### src/rtl/dcad_map.vh
// Purpose: Constants for the command/address input decode block
// Assumes: Included by dcad_top.v and by the monitor and bench, by bare name
// Notes:   Offsets are byte addresses on the APB register window
`ifndef DCAD_MAP_VH
`define DCAD_MAP_VH

// Clock period of pclk in ns
`define DCAD_PCLK_PERIOD_NS 8

// APB register offsets
`define DCAD_OFF_CTRL       12'h000
`define DCAD_OFF_STATUS     12'h004
`define DCAD_OFF_OPEN_BANKS 12'h008
`define DCAD_OFF_LAST_CMD   12'h00C
`define DCAD_OFF_CMD_COUNT  12'h010

// Control register fields and reset value
`define DCAD_CTRL_DEC_EN_BIT 0
`define DCAD_CTRL_RESET      1'h1

// Status register field positions
`define DCAD_STAT_PWR_LSB  0
`define DCAD_STAT_TERM_BIT 4
`define DCAD_STAT_RTT_LSB  8

// Last command register field positions
`define DCAD_LAST_CODE_LSB  0
`define DCAD_LAST_BANK_LSB  8
`define DCAD_LAST_GROUP_LSB 12

// Decoded command codes
`define DCAD_CMD_NOP 4'h0
`define DCAD_CMD_ACT 4'h1
`define DCAD_CMD_MRS 4'h2
`define DCAD_CMD_REF 4'h3
`define DCAD_CMD_PRE 4'h4
`define DCAD_CMD_WR  4'h5
`define DCAD_CMD_RD  4'h6
`define DCAD_CMD_ZQ  4'h7
`define DCAD_CMD_RFU 4'h8

// Address bit positions with extra meaning
`define DCAD_AP_BIT   10
`define DCAD_CHOP_BIT 12

// Mode register one select and its termination field
`define DCAD_MR1_SEL     3'h1
`define DCAD_NOMINAL_TERMINATION_LSB 8
`define DCAD_NOMINAL_TERMINATION_OFF 3'h0

`endif

### src/rtl/dcad_sync.v
// Purpose: Two flip-flop synchroniser for a bundle of pin inputs
// Assumes: Each bit is an independent level from outside pclk
// Notes:   Only the second stage is visible to other logic
module dcad_sync #(
  parameter W = 1
) (
  input  wire         pclk,
  input  wire         presetn,
  input  wire [W-1:0] d,
  output reg  [W-1:0] q
);

  reg [W-1:0] meta; // First stage, read by q only

  // Two stages against metastability
  always @(posedge pclk or negedge presetn) begin
    if (!presetn) begin
      meta <= {W{1'b0}};
      q    <= {W{1'b0}};
    end else begin
      meta <= d;
      q    <= meta;
    end
  end

endmodule // dcad_sync

### src/rtl/dcad_top.v
// Purpose: Command/address input stage of a DDR4 SDRAM die
// Assumes: Pins are slow against pclk; ck period well above 4 pclk
// Notes:   Registers on APB: CTRL, STATUS, OPEN_BANKS, LAST_CMD, CMD_COUNT
// What this block does
// - Capture inputs on true rise, complement fall
// - Clock gate high runs clocks, buffers, drivers
// - Gate low with refresh: self refresh; otherwise power-down, active or precharge by open banks
// - Self refresh exit needs no clock edge
// - Power-down disables command buffers; self refresh also disables clock and termination buffers
// - Select high masks commands; select is command bit
// - Termination high applies nominal termination to pins
// - Termination pin ignored when mode one disables it
// - Bank select picks bank or mode register
// - Group select picks group; bit zero picks register
// - Activate low: multi-function pins are row bits
// - Activate high: multi-function pins are command bits
// - Read/write auto-precharge bit closes bank as the command is taken
// - Precharge bit high precharges all banks
// - Chop bit low shortens burst on the fly
// - Row on activate, column on read/write
// - Mode register set takes op-code from address
//
// Local design decisions: the placing of the registers and the APB slave port.
`include "dcad_map.vh"
module dcad_top #(
  parameter BA_W = 2,  // Bank select width
  parameter BG_W = 1,  // Group select width, one on the sixteen-bit part
  parameter A_W  = 14  // Plain address pins A0 upward
) (
  input  wire            pclk,
  input  wire            presetn,
  input  wire [11:0]     paddr,
  input  wire            psel,
  input  wire            penable,
  input  wire            pwrite,
  input  wire [31:0]     pwdata,
  output reg  [31:0]     prdata,
  output reg             pready,
  output reg             pslverr,
  input  wire            ck_t,
  input  wire            ck_c,
  input  wire            clock_gate_in,
  input  wire            select_n,
  input  wire            activate_n,
  input  wire            row_strobe_or_addr16,
  input  wire            col_strobe_or_addr15,
  input  wire            write_strobe_or_addr14,
  input  wire            term_ctl_in,
  input  wire [BA_W-1:0] bank_sel,
  input  wire [BG_W-1:0] group_sel,
  input  wire [A_W-1:0]  addr_bus,
  output reg             int_clk_en,
  output reg             out_drv_en,
  output reg             ck_buf_en,
  output reg             term_buf_en,
  output reg             cmd_buf_en,
  output reg  [3:0]      pwr_state,
  output reg             cmd_valid,
  output reg  [3:0]      cmd_code,
  output reg  [BA_W-1:0] cmd_bank,
  output reg  [BG_W-1:0] cmd_group,
  output reg  [A_W+2:0]  cmd_row,
  output reg  [9:0]      cmd_col,
  output reg             cmd_auto_pre,
  output reg             cmd_chop,
  output reg             cmd_pre_all,
  output reg  [2:0]      mrs_sel,
  output reg  [A_W-1:0]  mrs_opcode,
  output reg  [2:0]      nominal_termination_code,
  output reg             term_dq,
  output reg             term_upper_strobe,
  output reg             term_lower_strobe,
  output reg             term_upper_mask,
  output reg             term_lower_mask
);

  localparam NB   = 1 << (BA_W + BG_W); // Number of banks
  localparam PW   = 9 + BA_W + BG_W + A_W; // Synchronised pin bundle width
  // Power states, one-hot
  localparam ST_ACT = 4'b0001;
  localparam ST_PPD = 4'b0010;
  localparam ST_APD = 4'b0100;
  localparam ST_SRF = 4'b1000;

  // Standard DDR4 command decode from the four command pins
  function [3:0] dcad_decode;
    input act_n_f;
    input [2:0] rcw;
    begin
      if (!act_n_f) begin
        dcad_decode = `DCAD_CMD_ACT;
      end else begin
        case (rcw)
          3'b000:  dcad_decode = `DCAD_CMD_MRS;
          3'b001:  dcad_decode = `DCAD_CMD_REF;
          3'b010:  dcad_decode = `DCAD_CMD_PRE;
          3'b011:  dcad_decode = `DCAD_CMD_RFU;
          3'b100:  dcad_decode = `DCAD_CMD_WR;
          3'b101:  dcad_decode = `DCAD_CMD_RD;
          3'b110:  dcad_decode = `DCAD_CMD_ZQ;
          default: dcad_decode = `DCAD_CMD_NOP;
        endcase
      end
    end
  endfunction

  wire [PW-1:0]   pins_s;     // All pins after two flops
  wire            ck_t_s;     // Synced true clock
  wire            ck_c_s;     // Synced complement clock
  wire            cke_s;      // Synced clock gate
  wire            cs_n_s;     // Synced select
  wire            act_n_s;    // Synced activate
  wire [2:0]      rcw_s;      // Synced multi-function pins
  wire            odt_s;      // Synced termination control
  wire [BA_W-1:0] ba_s;       // Synced bank select
  wire [BG_W-1:0] bg_s;       // Synced group select
  wire [A_W-1:0]  a_s;        // Synced address bus

  reg             ck_t_d;     // Last synced true clock, for edge find
  reg             cke_q;      // Clock gate as captured at last clock edge
  reg             odt_q;      // Termination pin as captured
  reg  [3:0]      state;      // Power state
  reg  [NB-1:0]   open_banks; // One bit per bank with an open row
  reg             dec_en;     // Software decode enable
  reg  [31:0]     cmd_count;  // Accepted commands
  reg  [15:0]     last_cmd;   // Last accepted command summary

  // Synchronise every pin, clocks included
  dcad_sync #(.W(PW)) u_sync (
    .pclk    (pclk),
    .presetn (presetn),
    .d       ({ck_t, ck_c, clock_gate_in, select_n, activate_n,
                row_strobe_or_addr16, col_strobe_or_addr15, write_strobe_or_addr14,
                term_ctl_in, bank_sel, group_sel, addr_bus}),
    .q       (pins_s)
  );

  assign {ck_t_s, ck_c_s, cke_s, cs_n_s, act_n_s, rcw_s, odt_s} = pins_s[PW-1:PW-9];
  assign ba_s = pins_s[BA_W+BG_W+A_W-1:BG_W+A_W];
  assign bg_s = pins_s[BG_W+A_W-1:A_W];
  assign a_s  = pins_s[A_W-1:0];

  // Rise of true clock while complement is low
  wire ck_rise = ck_t_s & ~ck_t_d & ~ck_c_s;
  wire [3:0] code = dcad_decode(act_n_s, rcw_s);
  wire [BA_W+BG_W-1:0] bidx = {bg_s, ba_s};
  // Commands need gate high now and at the prior edge, select low, awake
  wire take = ck_rise & cke_s & cke_q & ~cs_n_s & dec_en & (state == ST_ACT);
  wire any_open = |open_banks;
  wire [2:0] sel3 = {bg_s[0], ba_s[1:0]};

  // Edge finder history and captured gate level
  always @(posedge pclk or negedge presetn) begin
    if (!presetn) begin
      ck_t_d <= 1'b0;
      cke_q  <= 1'b0;
      odt_q  <= 1'b0;
    end else begin
      ck_t_d <= ck_t_s;
      if (state == ST_SRF) begin
        // Only the gate buffer is alive in self refresh
        odt_q <= 1'b0;
        if (cke_s) begin
          cke_q <= 1'b1;
        end
      end else if (ck_rise) begin
        cke_q <= cke_s;
        odt_q <= odt_s;
      end
    end
  end

  // Power state machine
  always @(posedge pclk or negedge presetn) begin
    if (!presetn) begin
      state <= ST_ACT;
    end else begin
      case (state)
        ST_ACT: begin
          // Falling gate at a clock edge picks the low-power state
          if (ck_rise && cke_q && !cke_s) begin
            if (!cs_n_s && code == `DCAD_CMD_REF) begin
              state <= ST_SRF;
            end else if (any_open) begin
              state <= ST_APD;
            end else begin
              state <= ST_PPD;
            end
          end
        end
        ST_PPD, ST_APD: begin
          // Exit needs a qualified clock edge
          if (ck_rise && cke_s) begin
            state <= ST_ACT;
          end
        end
        ST_SRF: begin
          // Exit is asynchronous to the link clock
          if (cke_s) begin
            state <= ST_ACT;
          end
        end
        default: state <= ST_ACT;
      endcase
    end
  end

  // Buffer and driver enables follow the power state
  always @(posedge pclk or negedge presetn) begin
    if (!presetn) begin
      int_clk_en  <= 1'b1;
      out_drv_en  <= 1'b1;
      ck_buf_en   <= 1'b1;
      term_buf_en <= 1'b1;
      cmd_buf_en  <= 1'b1;
      pwr_state   <= ST_ACT;
    end else begin
      int_clk_en  <= (state == ST_ACT);
      out_drv_en  <= (state == ST_ACT);
      cmd_buf_en  <= (state == ST_ACT);
      ck_buf_en   <= (state != ST_SRF);
      term_buf_en <= (state != ST_SRF);
      pwr_state   <= state;
    end
  end

  // Command decode and field capture
  always @(posedge pclk or negedge presetn) begin
    if (!presetn) begin
      cmd_valid    <= 1'b0;
      cmd_code     <= `DCAD_CMD_NOP;
      cmd_bank     <= {BA_W{1'b0}};
      cmd_group    <= {BG_W{1'b0}};
      cmd_row      <= {(A_W+3){1'b0}};
      cmd_col      <= 10'h000;
      cmd_auto_pre <= 1'b0;
      cmd_chop     <= 1'b0;
      cmd_pre_all  <= 1'b0;
      mrs_sel      <= 3'h0;
      mrs_opcode   <= {A_W{1'b0}};
    end else begin
      cmd_valid <= take;
      if (take) begin
        cmd_code     <= code;
        cmd_bank     <= ba_s;
        cmd_group    <= bg_s;
        cmd_row      <= {A_W+3{1'b0}};
        cmd_col      <= 10'h000;
        cmd_auto_pre <= 1'b0;
        cmd_chop     <= 1'b0;
        cmd_pre_all  <= 1'b0;
        case (code)
          `DCAD_CMD_ACT: cmd_row <= {rcw_s, a_s};
          `DCAD_CMD_RD, `DCAD_CMD_WR: begin
            cmd_col      <= a_s[9:0];
            cmd_auto_pre <= a_s[`DCAD_AP_BIT];
            cmd_chop     <= ~a_s[`DCAD_CHOP_BIT];
          end
          `DCAD_CMD_PRE: cmd_pre_all <= a_s[`DCAD_AP_BIT];
          `DCAD_CMD_MRS: begin
            mrs_sel    <= sel3;
            mrs_opcode <= a_s;
          end
          default: cmd_row <= {A_W+3{1'b0}};
        endcase
      end
    end
  end

  // Open-row bookkeeping per bank
  always @(posedge pclk or negedge presetn) begin
    if (!presetn) begin
      open_banks <= {NB{1'b0}};
    end else if (take) begin
      case (code)
        `DCAD_CMD_ACT: open_banks[bidx] <= 1'b1;
        `DCAD_CMD_PRE: begin
          if (a_s[`DCAD_AP_BIT]) begin
            open_banks <= {NB{1'b0}};
          end else begin
            open_banks[bidx] <= 1'b0;
          end
        end
        `DCAD_CMD_RD, `DCAD_CMD_WR: begin
          // Auto-precharge closes the bank in the same cycle the command is taken
          if (a_s[`DCAD_AP_BIT]) begin
            open_banks[bidx] <= 1'b0;
          end
        end
        default: open_banks <= open_banks;
      endcase
    end
  end

  // Nominal termination field of mode register one, and pin termination
  always @(posedge pclk or negedge presetn) begin
    if (!presetn) begin
      nominal_termination_code      <= `DCAD_NOMINAL_TERMINATION_OFF;
      term_dq           <= 1'b0;
      term_upper_strobe <= 1'b0;
      term_lower_strobe <= 1'b0;
      term_upper_mask   <= 1'b0;
      term_lower_mask   <= 1'b0;
    end else begin
      if (take && code == `DCAD_CMD_MRS && sel3 == `DCAD_MR1_SEL) begin
        nominal_termination_code <= a_s[`DCAD_NOMINAL_TERMINATION_LSB+2:`DCAD_NOMINAL_TERMINATION_LSB];
      end
      // Disabled field makes the pin a don't-care
      term_dq           <= odt_q & (nominal_termination_code != `DCAD_NOMINAL_TERMINATION_OFF);
      term_upper_strobe <= odt_q & (nominal_termination_code != `DCAD_NOMINAL_TERMINATION_OFF);
      term_lower_strobe <= odt_q & (nominal_termination_code != `DCAD_NOMINAL_TERMINATION_OFF);
      term_upper_mask   <= odt_q & (nominal_termination_code != `DCAD_NOMINAL_TERMINATION_OFF);
      term_lower_mask   <= odt_q & (nominal_termination_code != `DCAD_NOMINAL_TERMINATION_OFF);
    end
  end

  // Command statistics for software
  always @(posedge pclk or negedge presetn) begin
    if (!presetn) begin
      cmd_count <= 32'h0000_0000;
      last_cmd  <= 16'h0000;
    end else if (psel && penable && pready && pwrite && paddr == `DCAD_OFF_CMD_COUNT) begin
      cmd_count <= 32'h0000_0000; // Write clears; a same-cycle command is dropped
    end else if (take) begin
      cmd_count <= cmd_count + 32'h0000_0001;
      last_cmd  <= {{(4-BG_W){1'b0}}, bg_s, {(4-BA_W){1'b0}}, ba_s, 4'h0, code};
    end
  end

  // APB slave: one wait-free access phase, ready from a flop
  always @(posedge pclk or negedge presetn) begin
    if (!presetn) begin
      pready  <= 1'b0;
      pslverr <= 1'b0;
      prdata  <= 32'h0000_0000;
      dec_en  <= `DCAD_CTRL_RESET;
    end else begin
      pready <= psel & ~penable;
      if (psel && !penable) begin
        pslverr <= 1'b0;
        prdata  <= 32'h0000_0000;
        case (paddr)
          `DCAD_OFF_CTRL:       prdata[`DCAD_CTRL_DEC_EN_BIT] <= dec_en;
          `DCAD_OFF_STATUS:     prdata <= {20'h00000, 1'b0, nominal_termination_code, 3'h0, term_dq, state};
          `DCAD_OFF_OPEN_BANKS: prdata[NB-1:0] <= open_banks;
          `DCAD_OFF_LAST_CMD:   prdata[15:0] <= last_cmd;
          `DCAD_OFF_CMD_COUNT:  prdata <= cmd_count;
          default:              pslverr <= 1'b1;
        endcase
      end
      if (psel && penable && pready && pwrite && paddr == `DCAD_OFF_CTRL) begin
        dec_en <= pwdata[`DCAD_CTRL_DEC_EN_BIT];
      end
    end
  end

endmodule // dcad_top

### config.mk
export PLATFORM = sky130hd
export DESIGN_NAME = dcad_top
export DESIGN_NICKNAME = d
export VERILOG_FILES = /design/src/rtl/dcad_sync.v /design/src/rtl/dcad_top.v
export VERILOG_INCLUDE_DIRS = /design/src /design/src/rtl
export SDC_FILE = /design/constraint.sdc
export NUM_CORES = 1
export LEC_CHECK = 0
export BUFFER_PORTS_ARGS = -buffer_cell sky130_fd_sc_hd__buf_2
export CORE_MARGIN = 2
export CORE_UTILIZATION = 35
export DETAILED_ROUTE_END_ITERATION = 8
export GPL_ROUTABILITY_DRIVEN = 0
export PLACE_DENSITY = 0.58
export SKIP_LAST_GASP = 1
export SLEW_MARGIN = 15
export SYNTH_ARGS = -nofsm -noshare
export SYNTH_HDL_FRONTEND = slang
export SYNTH_SLANG_ARGS = --single-unit
### constraint.sdc
create_clock -name pclk -period 3.4 [get_ports pclk]
set_clock_uncertainty 0.15 [all_clocks]
set_input_delay 0.68 -clock pclk [delete_from_list [all_inputs] [get_ports pclk]]
set_output_delay 0.68 -clock pclk [all_outputs]
set_load 0.05 [all_outputs]
==> results.md <==
* Status: complete, no violations
* Area contributors post-synth: dfrtp_1 (59%), nand2_1 (4.4%), mux2_2 (4.3%), o21ai_0 (2.4%), a22o_1 (2.3%)
* Grt total ovfl at 0
* R2R Path Start: state[0]
* Core area at 23600 um2
* Antenna-violating nets left at 0
* Max Freq at 338 MHz
* CTS tree: built
* Post-synthesis register bit count at slightly above 200
* Fraction of layout cells with a size suffix above 1 at about 28%
* Drt pass-1 iters at 5
* Clock share of power at roughly 47%
* Tcrit/Tclk final at between 80% and 90%
* Hold buffer count at CTS at 0
* Net Sw Frac at a little under a quarter
* Vias in the first global route at around 6300
* Worst Tran Pin Value at 675 ps
* Worst setup margin at approximately 440 ps
* Rel. slew slack at between 50 and 60%
* Fin nets at between 900 and 1000
* P_sw at about 1.2 mW
* CTS resizes at 0
* Final hold vios at 0
* Maximum number of pins on one net before global-route repair at roughly 80
* Synth area leader: dfrtp_1
* PD cells at 511 nW/um2
* TNS Setup at 0 ps
* R2r setup slk at 440 ps
* H-tree depth at 1
* All-Layer GR Usage at 16.5%
* Min cycle time layout at approximately 3000 ps
* Worst path cell trace: or4b_4, inv_1, nand4_1, inv_1, buf_4, nand3_1, mux2_2
* Syn Inst Count at between 700 and 800
* Final Slew Violations at 0
* Vias at approximately 6200
* Post-synth EDFFs at 0
* Global-route met3 utilization at approximately 4.8%
* First-pass GRT wire length at ~34000 um
* Wire length per cell at 17.2 um
* Comb pwr share at 5.0%
* Worst-path fanout max at 39
* Synth Cell Area at around 8500 um2
* Port buffer count at about 150
* Synth Flop Type: dfrtp_1
* Reg power frac at approximately half
* Initial antenna violation count at 0
* Max cap viols at 0
* Clock Tree Buf Depth at 3
* Final HPWL DP at about 14000 um
* Top-Level Pins at 181
* Place WS at 385 ps
* Die Width at 160 um
* Startpoint Class: register
* Unrepaired setup endpoints after global routing: false
* Routed wire length at roughly 21000 um
* WS Path Type: register to register
* Pint at between 4 and 5 mW
* Most numerous cell in the Yosys netlist: dfrtp_1
* GRT busiest layer: met2
* Async set or reset register ratio after synthesis at 100%
* Synth top area share at ~60%
* Library cells used by synthesis at a little under 60
* Kind of end point of the critical path: register
* Setup bufs post-CTS at 0
* Synth cell count leaders: dfrtp_1 (201), nand2_1 (99), o21ai_0 (41)
* DIE AREA at ~25000 um2
* Req. time, crit path at between 3000 and 4000 ps
* Setup Viol. Count Final at 0
* Initial DRC count at 321
* Reg2reg end: nominal_termination_code[1]
* Met2 GRT Util at between 20% and 30%
* CTS Sinks at 206
* Cell row count at 56
* Via density per instance at 5.09
* Initial core utilization at a little over a third
* Critical-path top delay cell: dfstp_2
* CP peak stage delay at approximately 600 ps
* Synth warn at 0
* CTS Root Cell: clkbuf_16
* Clock Latency Late Sink at around 520 ps
* Residual DRC at 0
* Most common cell on crit path: inv_1
* Synthesized area per cell at ~11 um2
* Synthesis-to-finish area growth at 21.6%
* Worst Hold Class: primary input to async pin
* CTS buffer count at 24
* Met1 usage in global routing at between 20 and 25%
* Worst-case reg-to-reg path depth at 7
* Worst-path clk slew at roughly 60 ps
* IR drop worst, VDD at 0.000369 V
* Net count of the mapped netlist at roughly 820
* DIE HEIGHT at approximately 160 um
* Pleak at about 5.1 nW
* Seq/Total Area, Yosys at roughly 61%
* FILL cells at roughly 2300
* CP arrival at 3220 ps
* N_diodes at 0
## registers in the layout, indices dropped and copies added (netlist names), 8 cells and up
register,cells
cmd_col,10
cmd_count,32
cmd_row,17
mrs_opcode,14
open_banks,8
prdata,32
u_sync.meta,26
u_sync.q,26
## how the worst max path moves through the flow
stage / cells past startpoint / end / from / slack (ps)
finish: 7 / nominal_termination_code[1] / state[0] / 440
global route: 7 / nominal_termination_code[2] / state[0] / 200
CTS: 7 / nominal_termination_code[1] / state[0] / 380
detailed placement: 7 / nominal_termination_code[2] / state[0] / 390
global placement: 7 / nominal_termination_code[2] / state[0] / 410
floorplan: 6 / cmd_count[0] / paddr[9] / 770
## logic make-up after synthesis
kind of cell             share of synthesized area (%)
XOR/XNOR                                         0.414
buffers and inverters                             3.35
AND/OR/NAND/NOR                                   17.2
flip-flops                                        61.0
adder cells (fa/ha/maj)                          0.148
multiplexers                                      5.79
AO/OA/AOI/OAI                                     12.1
## cell usage in the layout, fill, tap and decap left out, types with 4 or more instances in the layout
| cell | count |
|---|---|
| nand3b_1 | 22 |
| dfrtp_1 | 201 |
| and3b_1 | 4 |
| o31ai_1 | 20 |
| clkbuf_16 | 24 |
| and4_1 | 6 |
| or3_1 | 12 |
| buf_2 | 148 |
| a31oi_1 | 4 |
| o21bai_1 | 8 |
| buf_4 | 13 |
| mux2i_1 | 13 |
| and4b_1 | 4 |
| nand4_1 | 9 |
| nand2b_1 | 5 |
| clkbuf_1 | 7 |
| a22o_1 | 22 |
| nor4_1 | 11 |
| or4_1 | 14 |
| a2bb2oi_1 | 5 |
| nand3_1 | 24 |
| nor2_1 | 18 |
| nor3_1 | 5 |
| a21oi_1 | 34 |
| mux2_2 | 32 |
| clkbuf_8 | 5 |
| inv_1 | 13 |
| dfstp_2 | 5 |
| and3_1 | 4 |
| clkinv_2 | 5 |
| a22oi_1 | 4 |
| nor3b_1 | 5 |
| nand2_1 | 99 |
| o21ai_0 | 41 |
## stage by stage
stage	std cells	power (mW)	cell area, um2	hold slack [ps]	utilization (%)
floorplan	739	2.74	8470	181	-
global placement	1169	2.86	9520	182	40.3
detailed placement	1169	2.86	9520	185	40.3
CTS	1213	5.34	10300	37.2	43.6
global route	1213	5.48	10300	49.8	43.6
finish	1213	5.26	10300	27.6	43.6
## cell type report
type                            count  area, um2  share of cell area [%]
Clock buffer                       36        696                    6.76
Inverter                           13       48.8                   0.474
Tap cell                          319        399                    3.88
Timing Repair Buffer              164        893                    8.68
Sequential cell                   206       5160                    50.1
Multi-Input combinational cell    467       3020                    29.3
Clock inverter                      8       73.8                   0.717
## power groups by stage
stage | sequential [mW] | clock, mW | combinational, mW
after floorplan | 2.61 | 0 | 0.130
after global routing | 2.56 | 2.63 | 0.292
final | 2.55 | 2.44 | 0.262
after CTS | 2.55 | 2.52 | 0.267
after global placement | 2.60 | 0 | 0.264
after detailed placement | 2.60 | 0 | 0.266
## worst max-delay path, delay by kind of cell (launching register included)
kind	cells	cell delay, ps
AND/OR/NAND/NOR	3	1040
buffers and inverters	3	720
flip-flops	1	600
multiplexers	1	320
## per-layer routing
metal,wire length [um],up-vias
met1,9460,3032
li1,-,2954
met3,1450,37
met4,534,0
met2,9400,154
met5,0,-
Power figures use the tool's default switching activity.
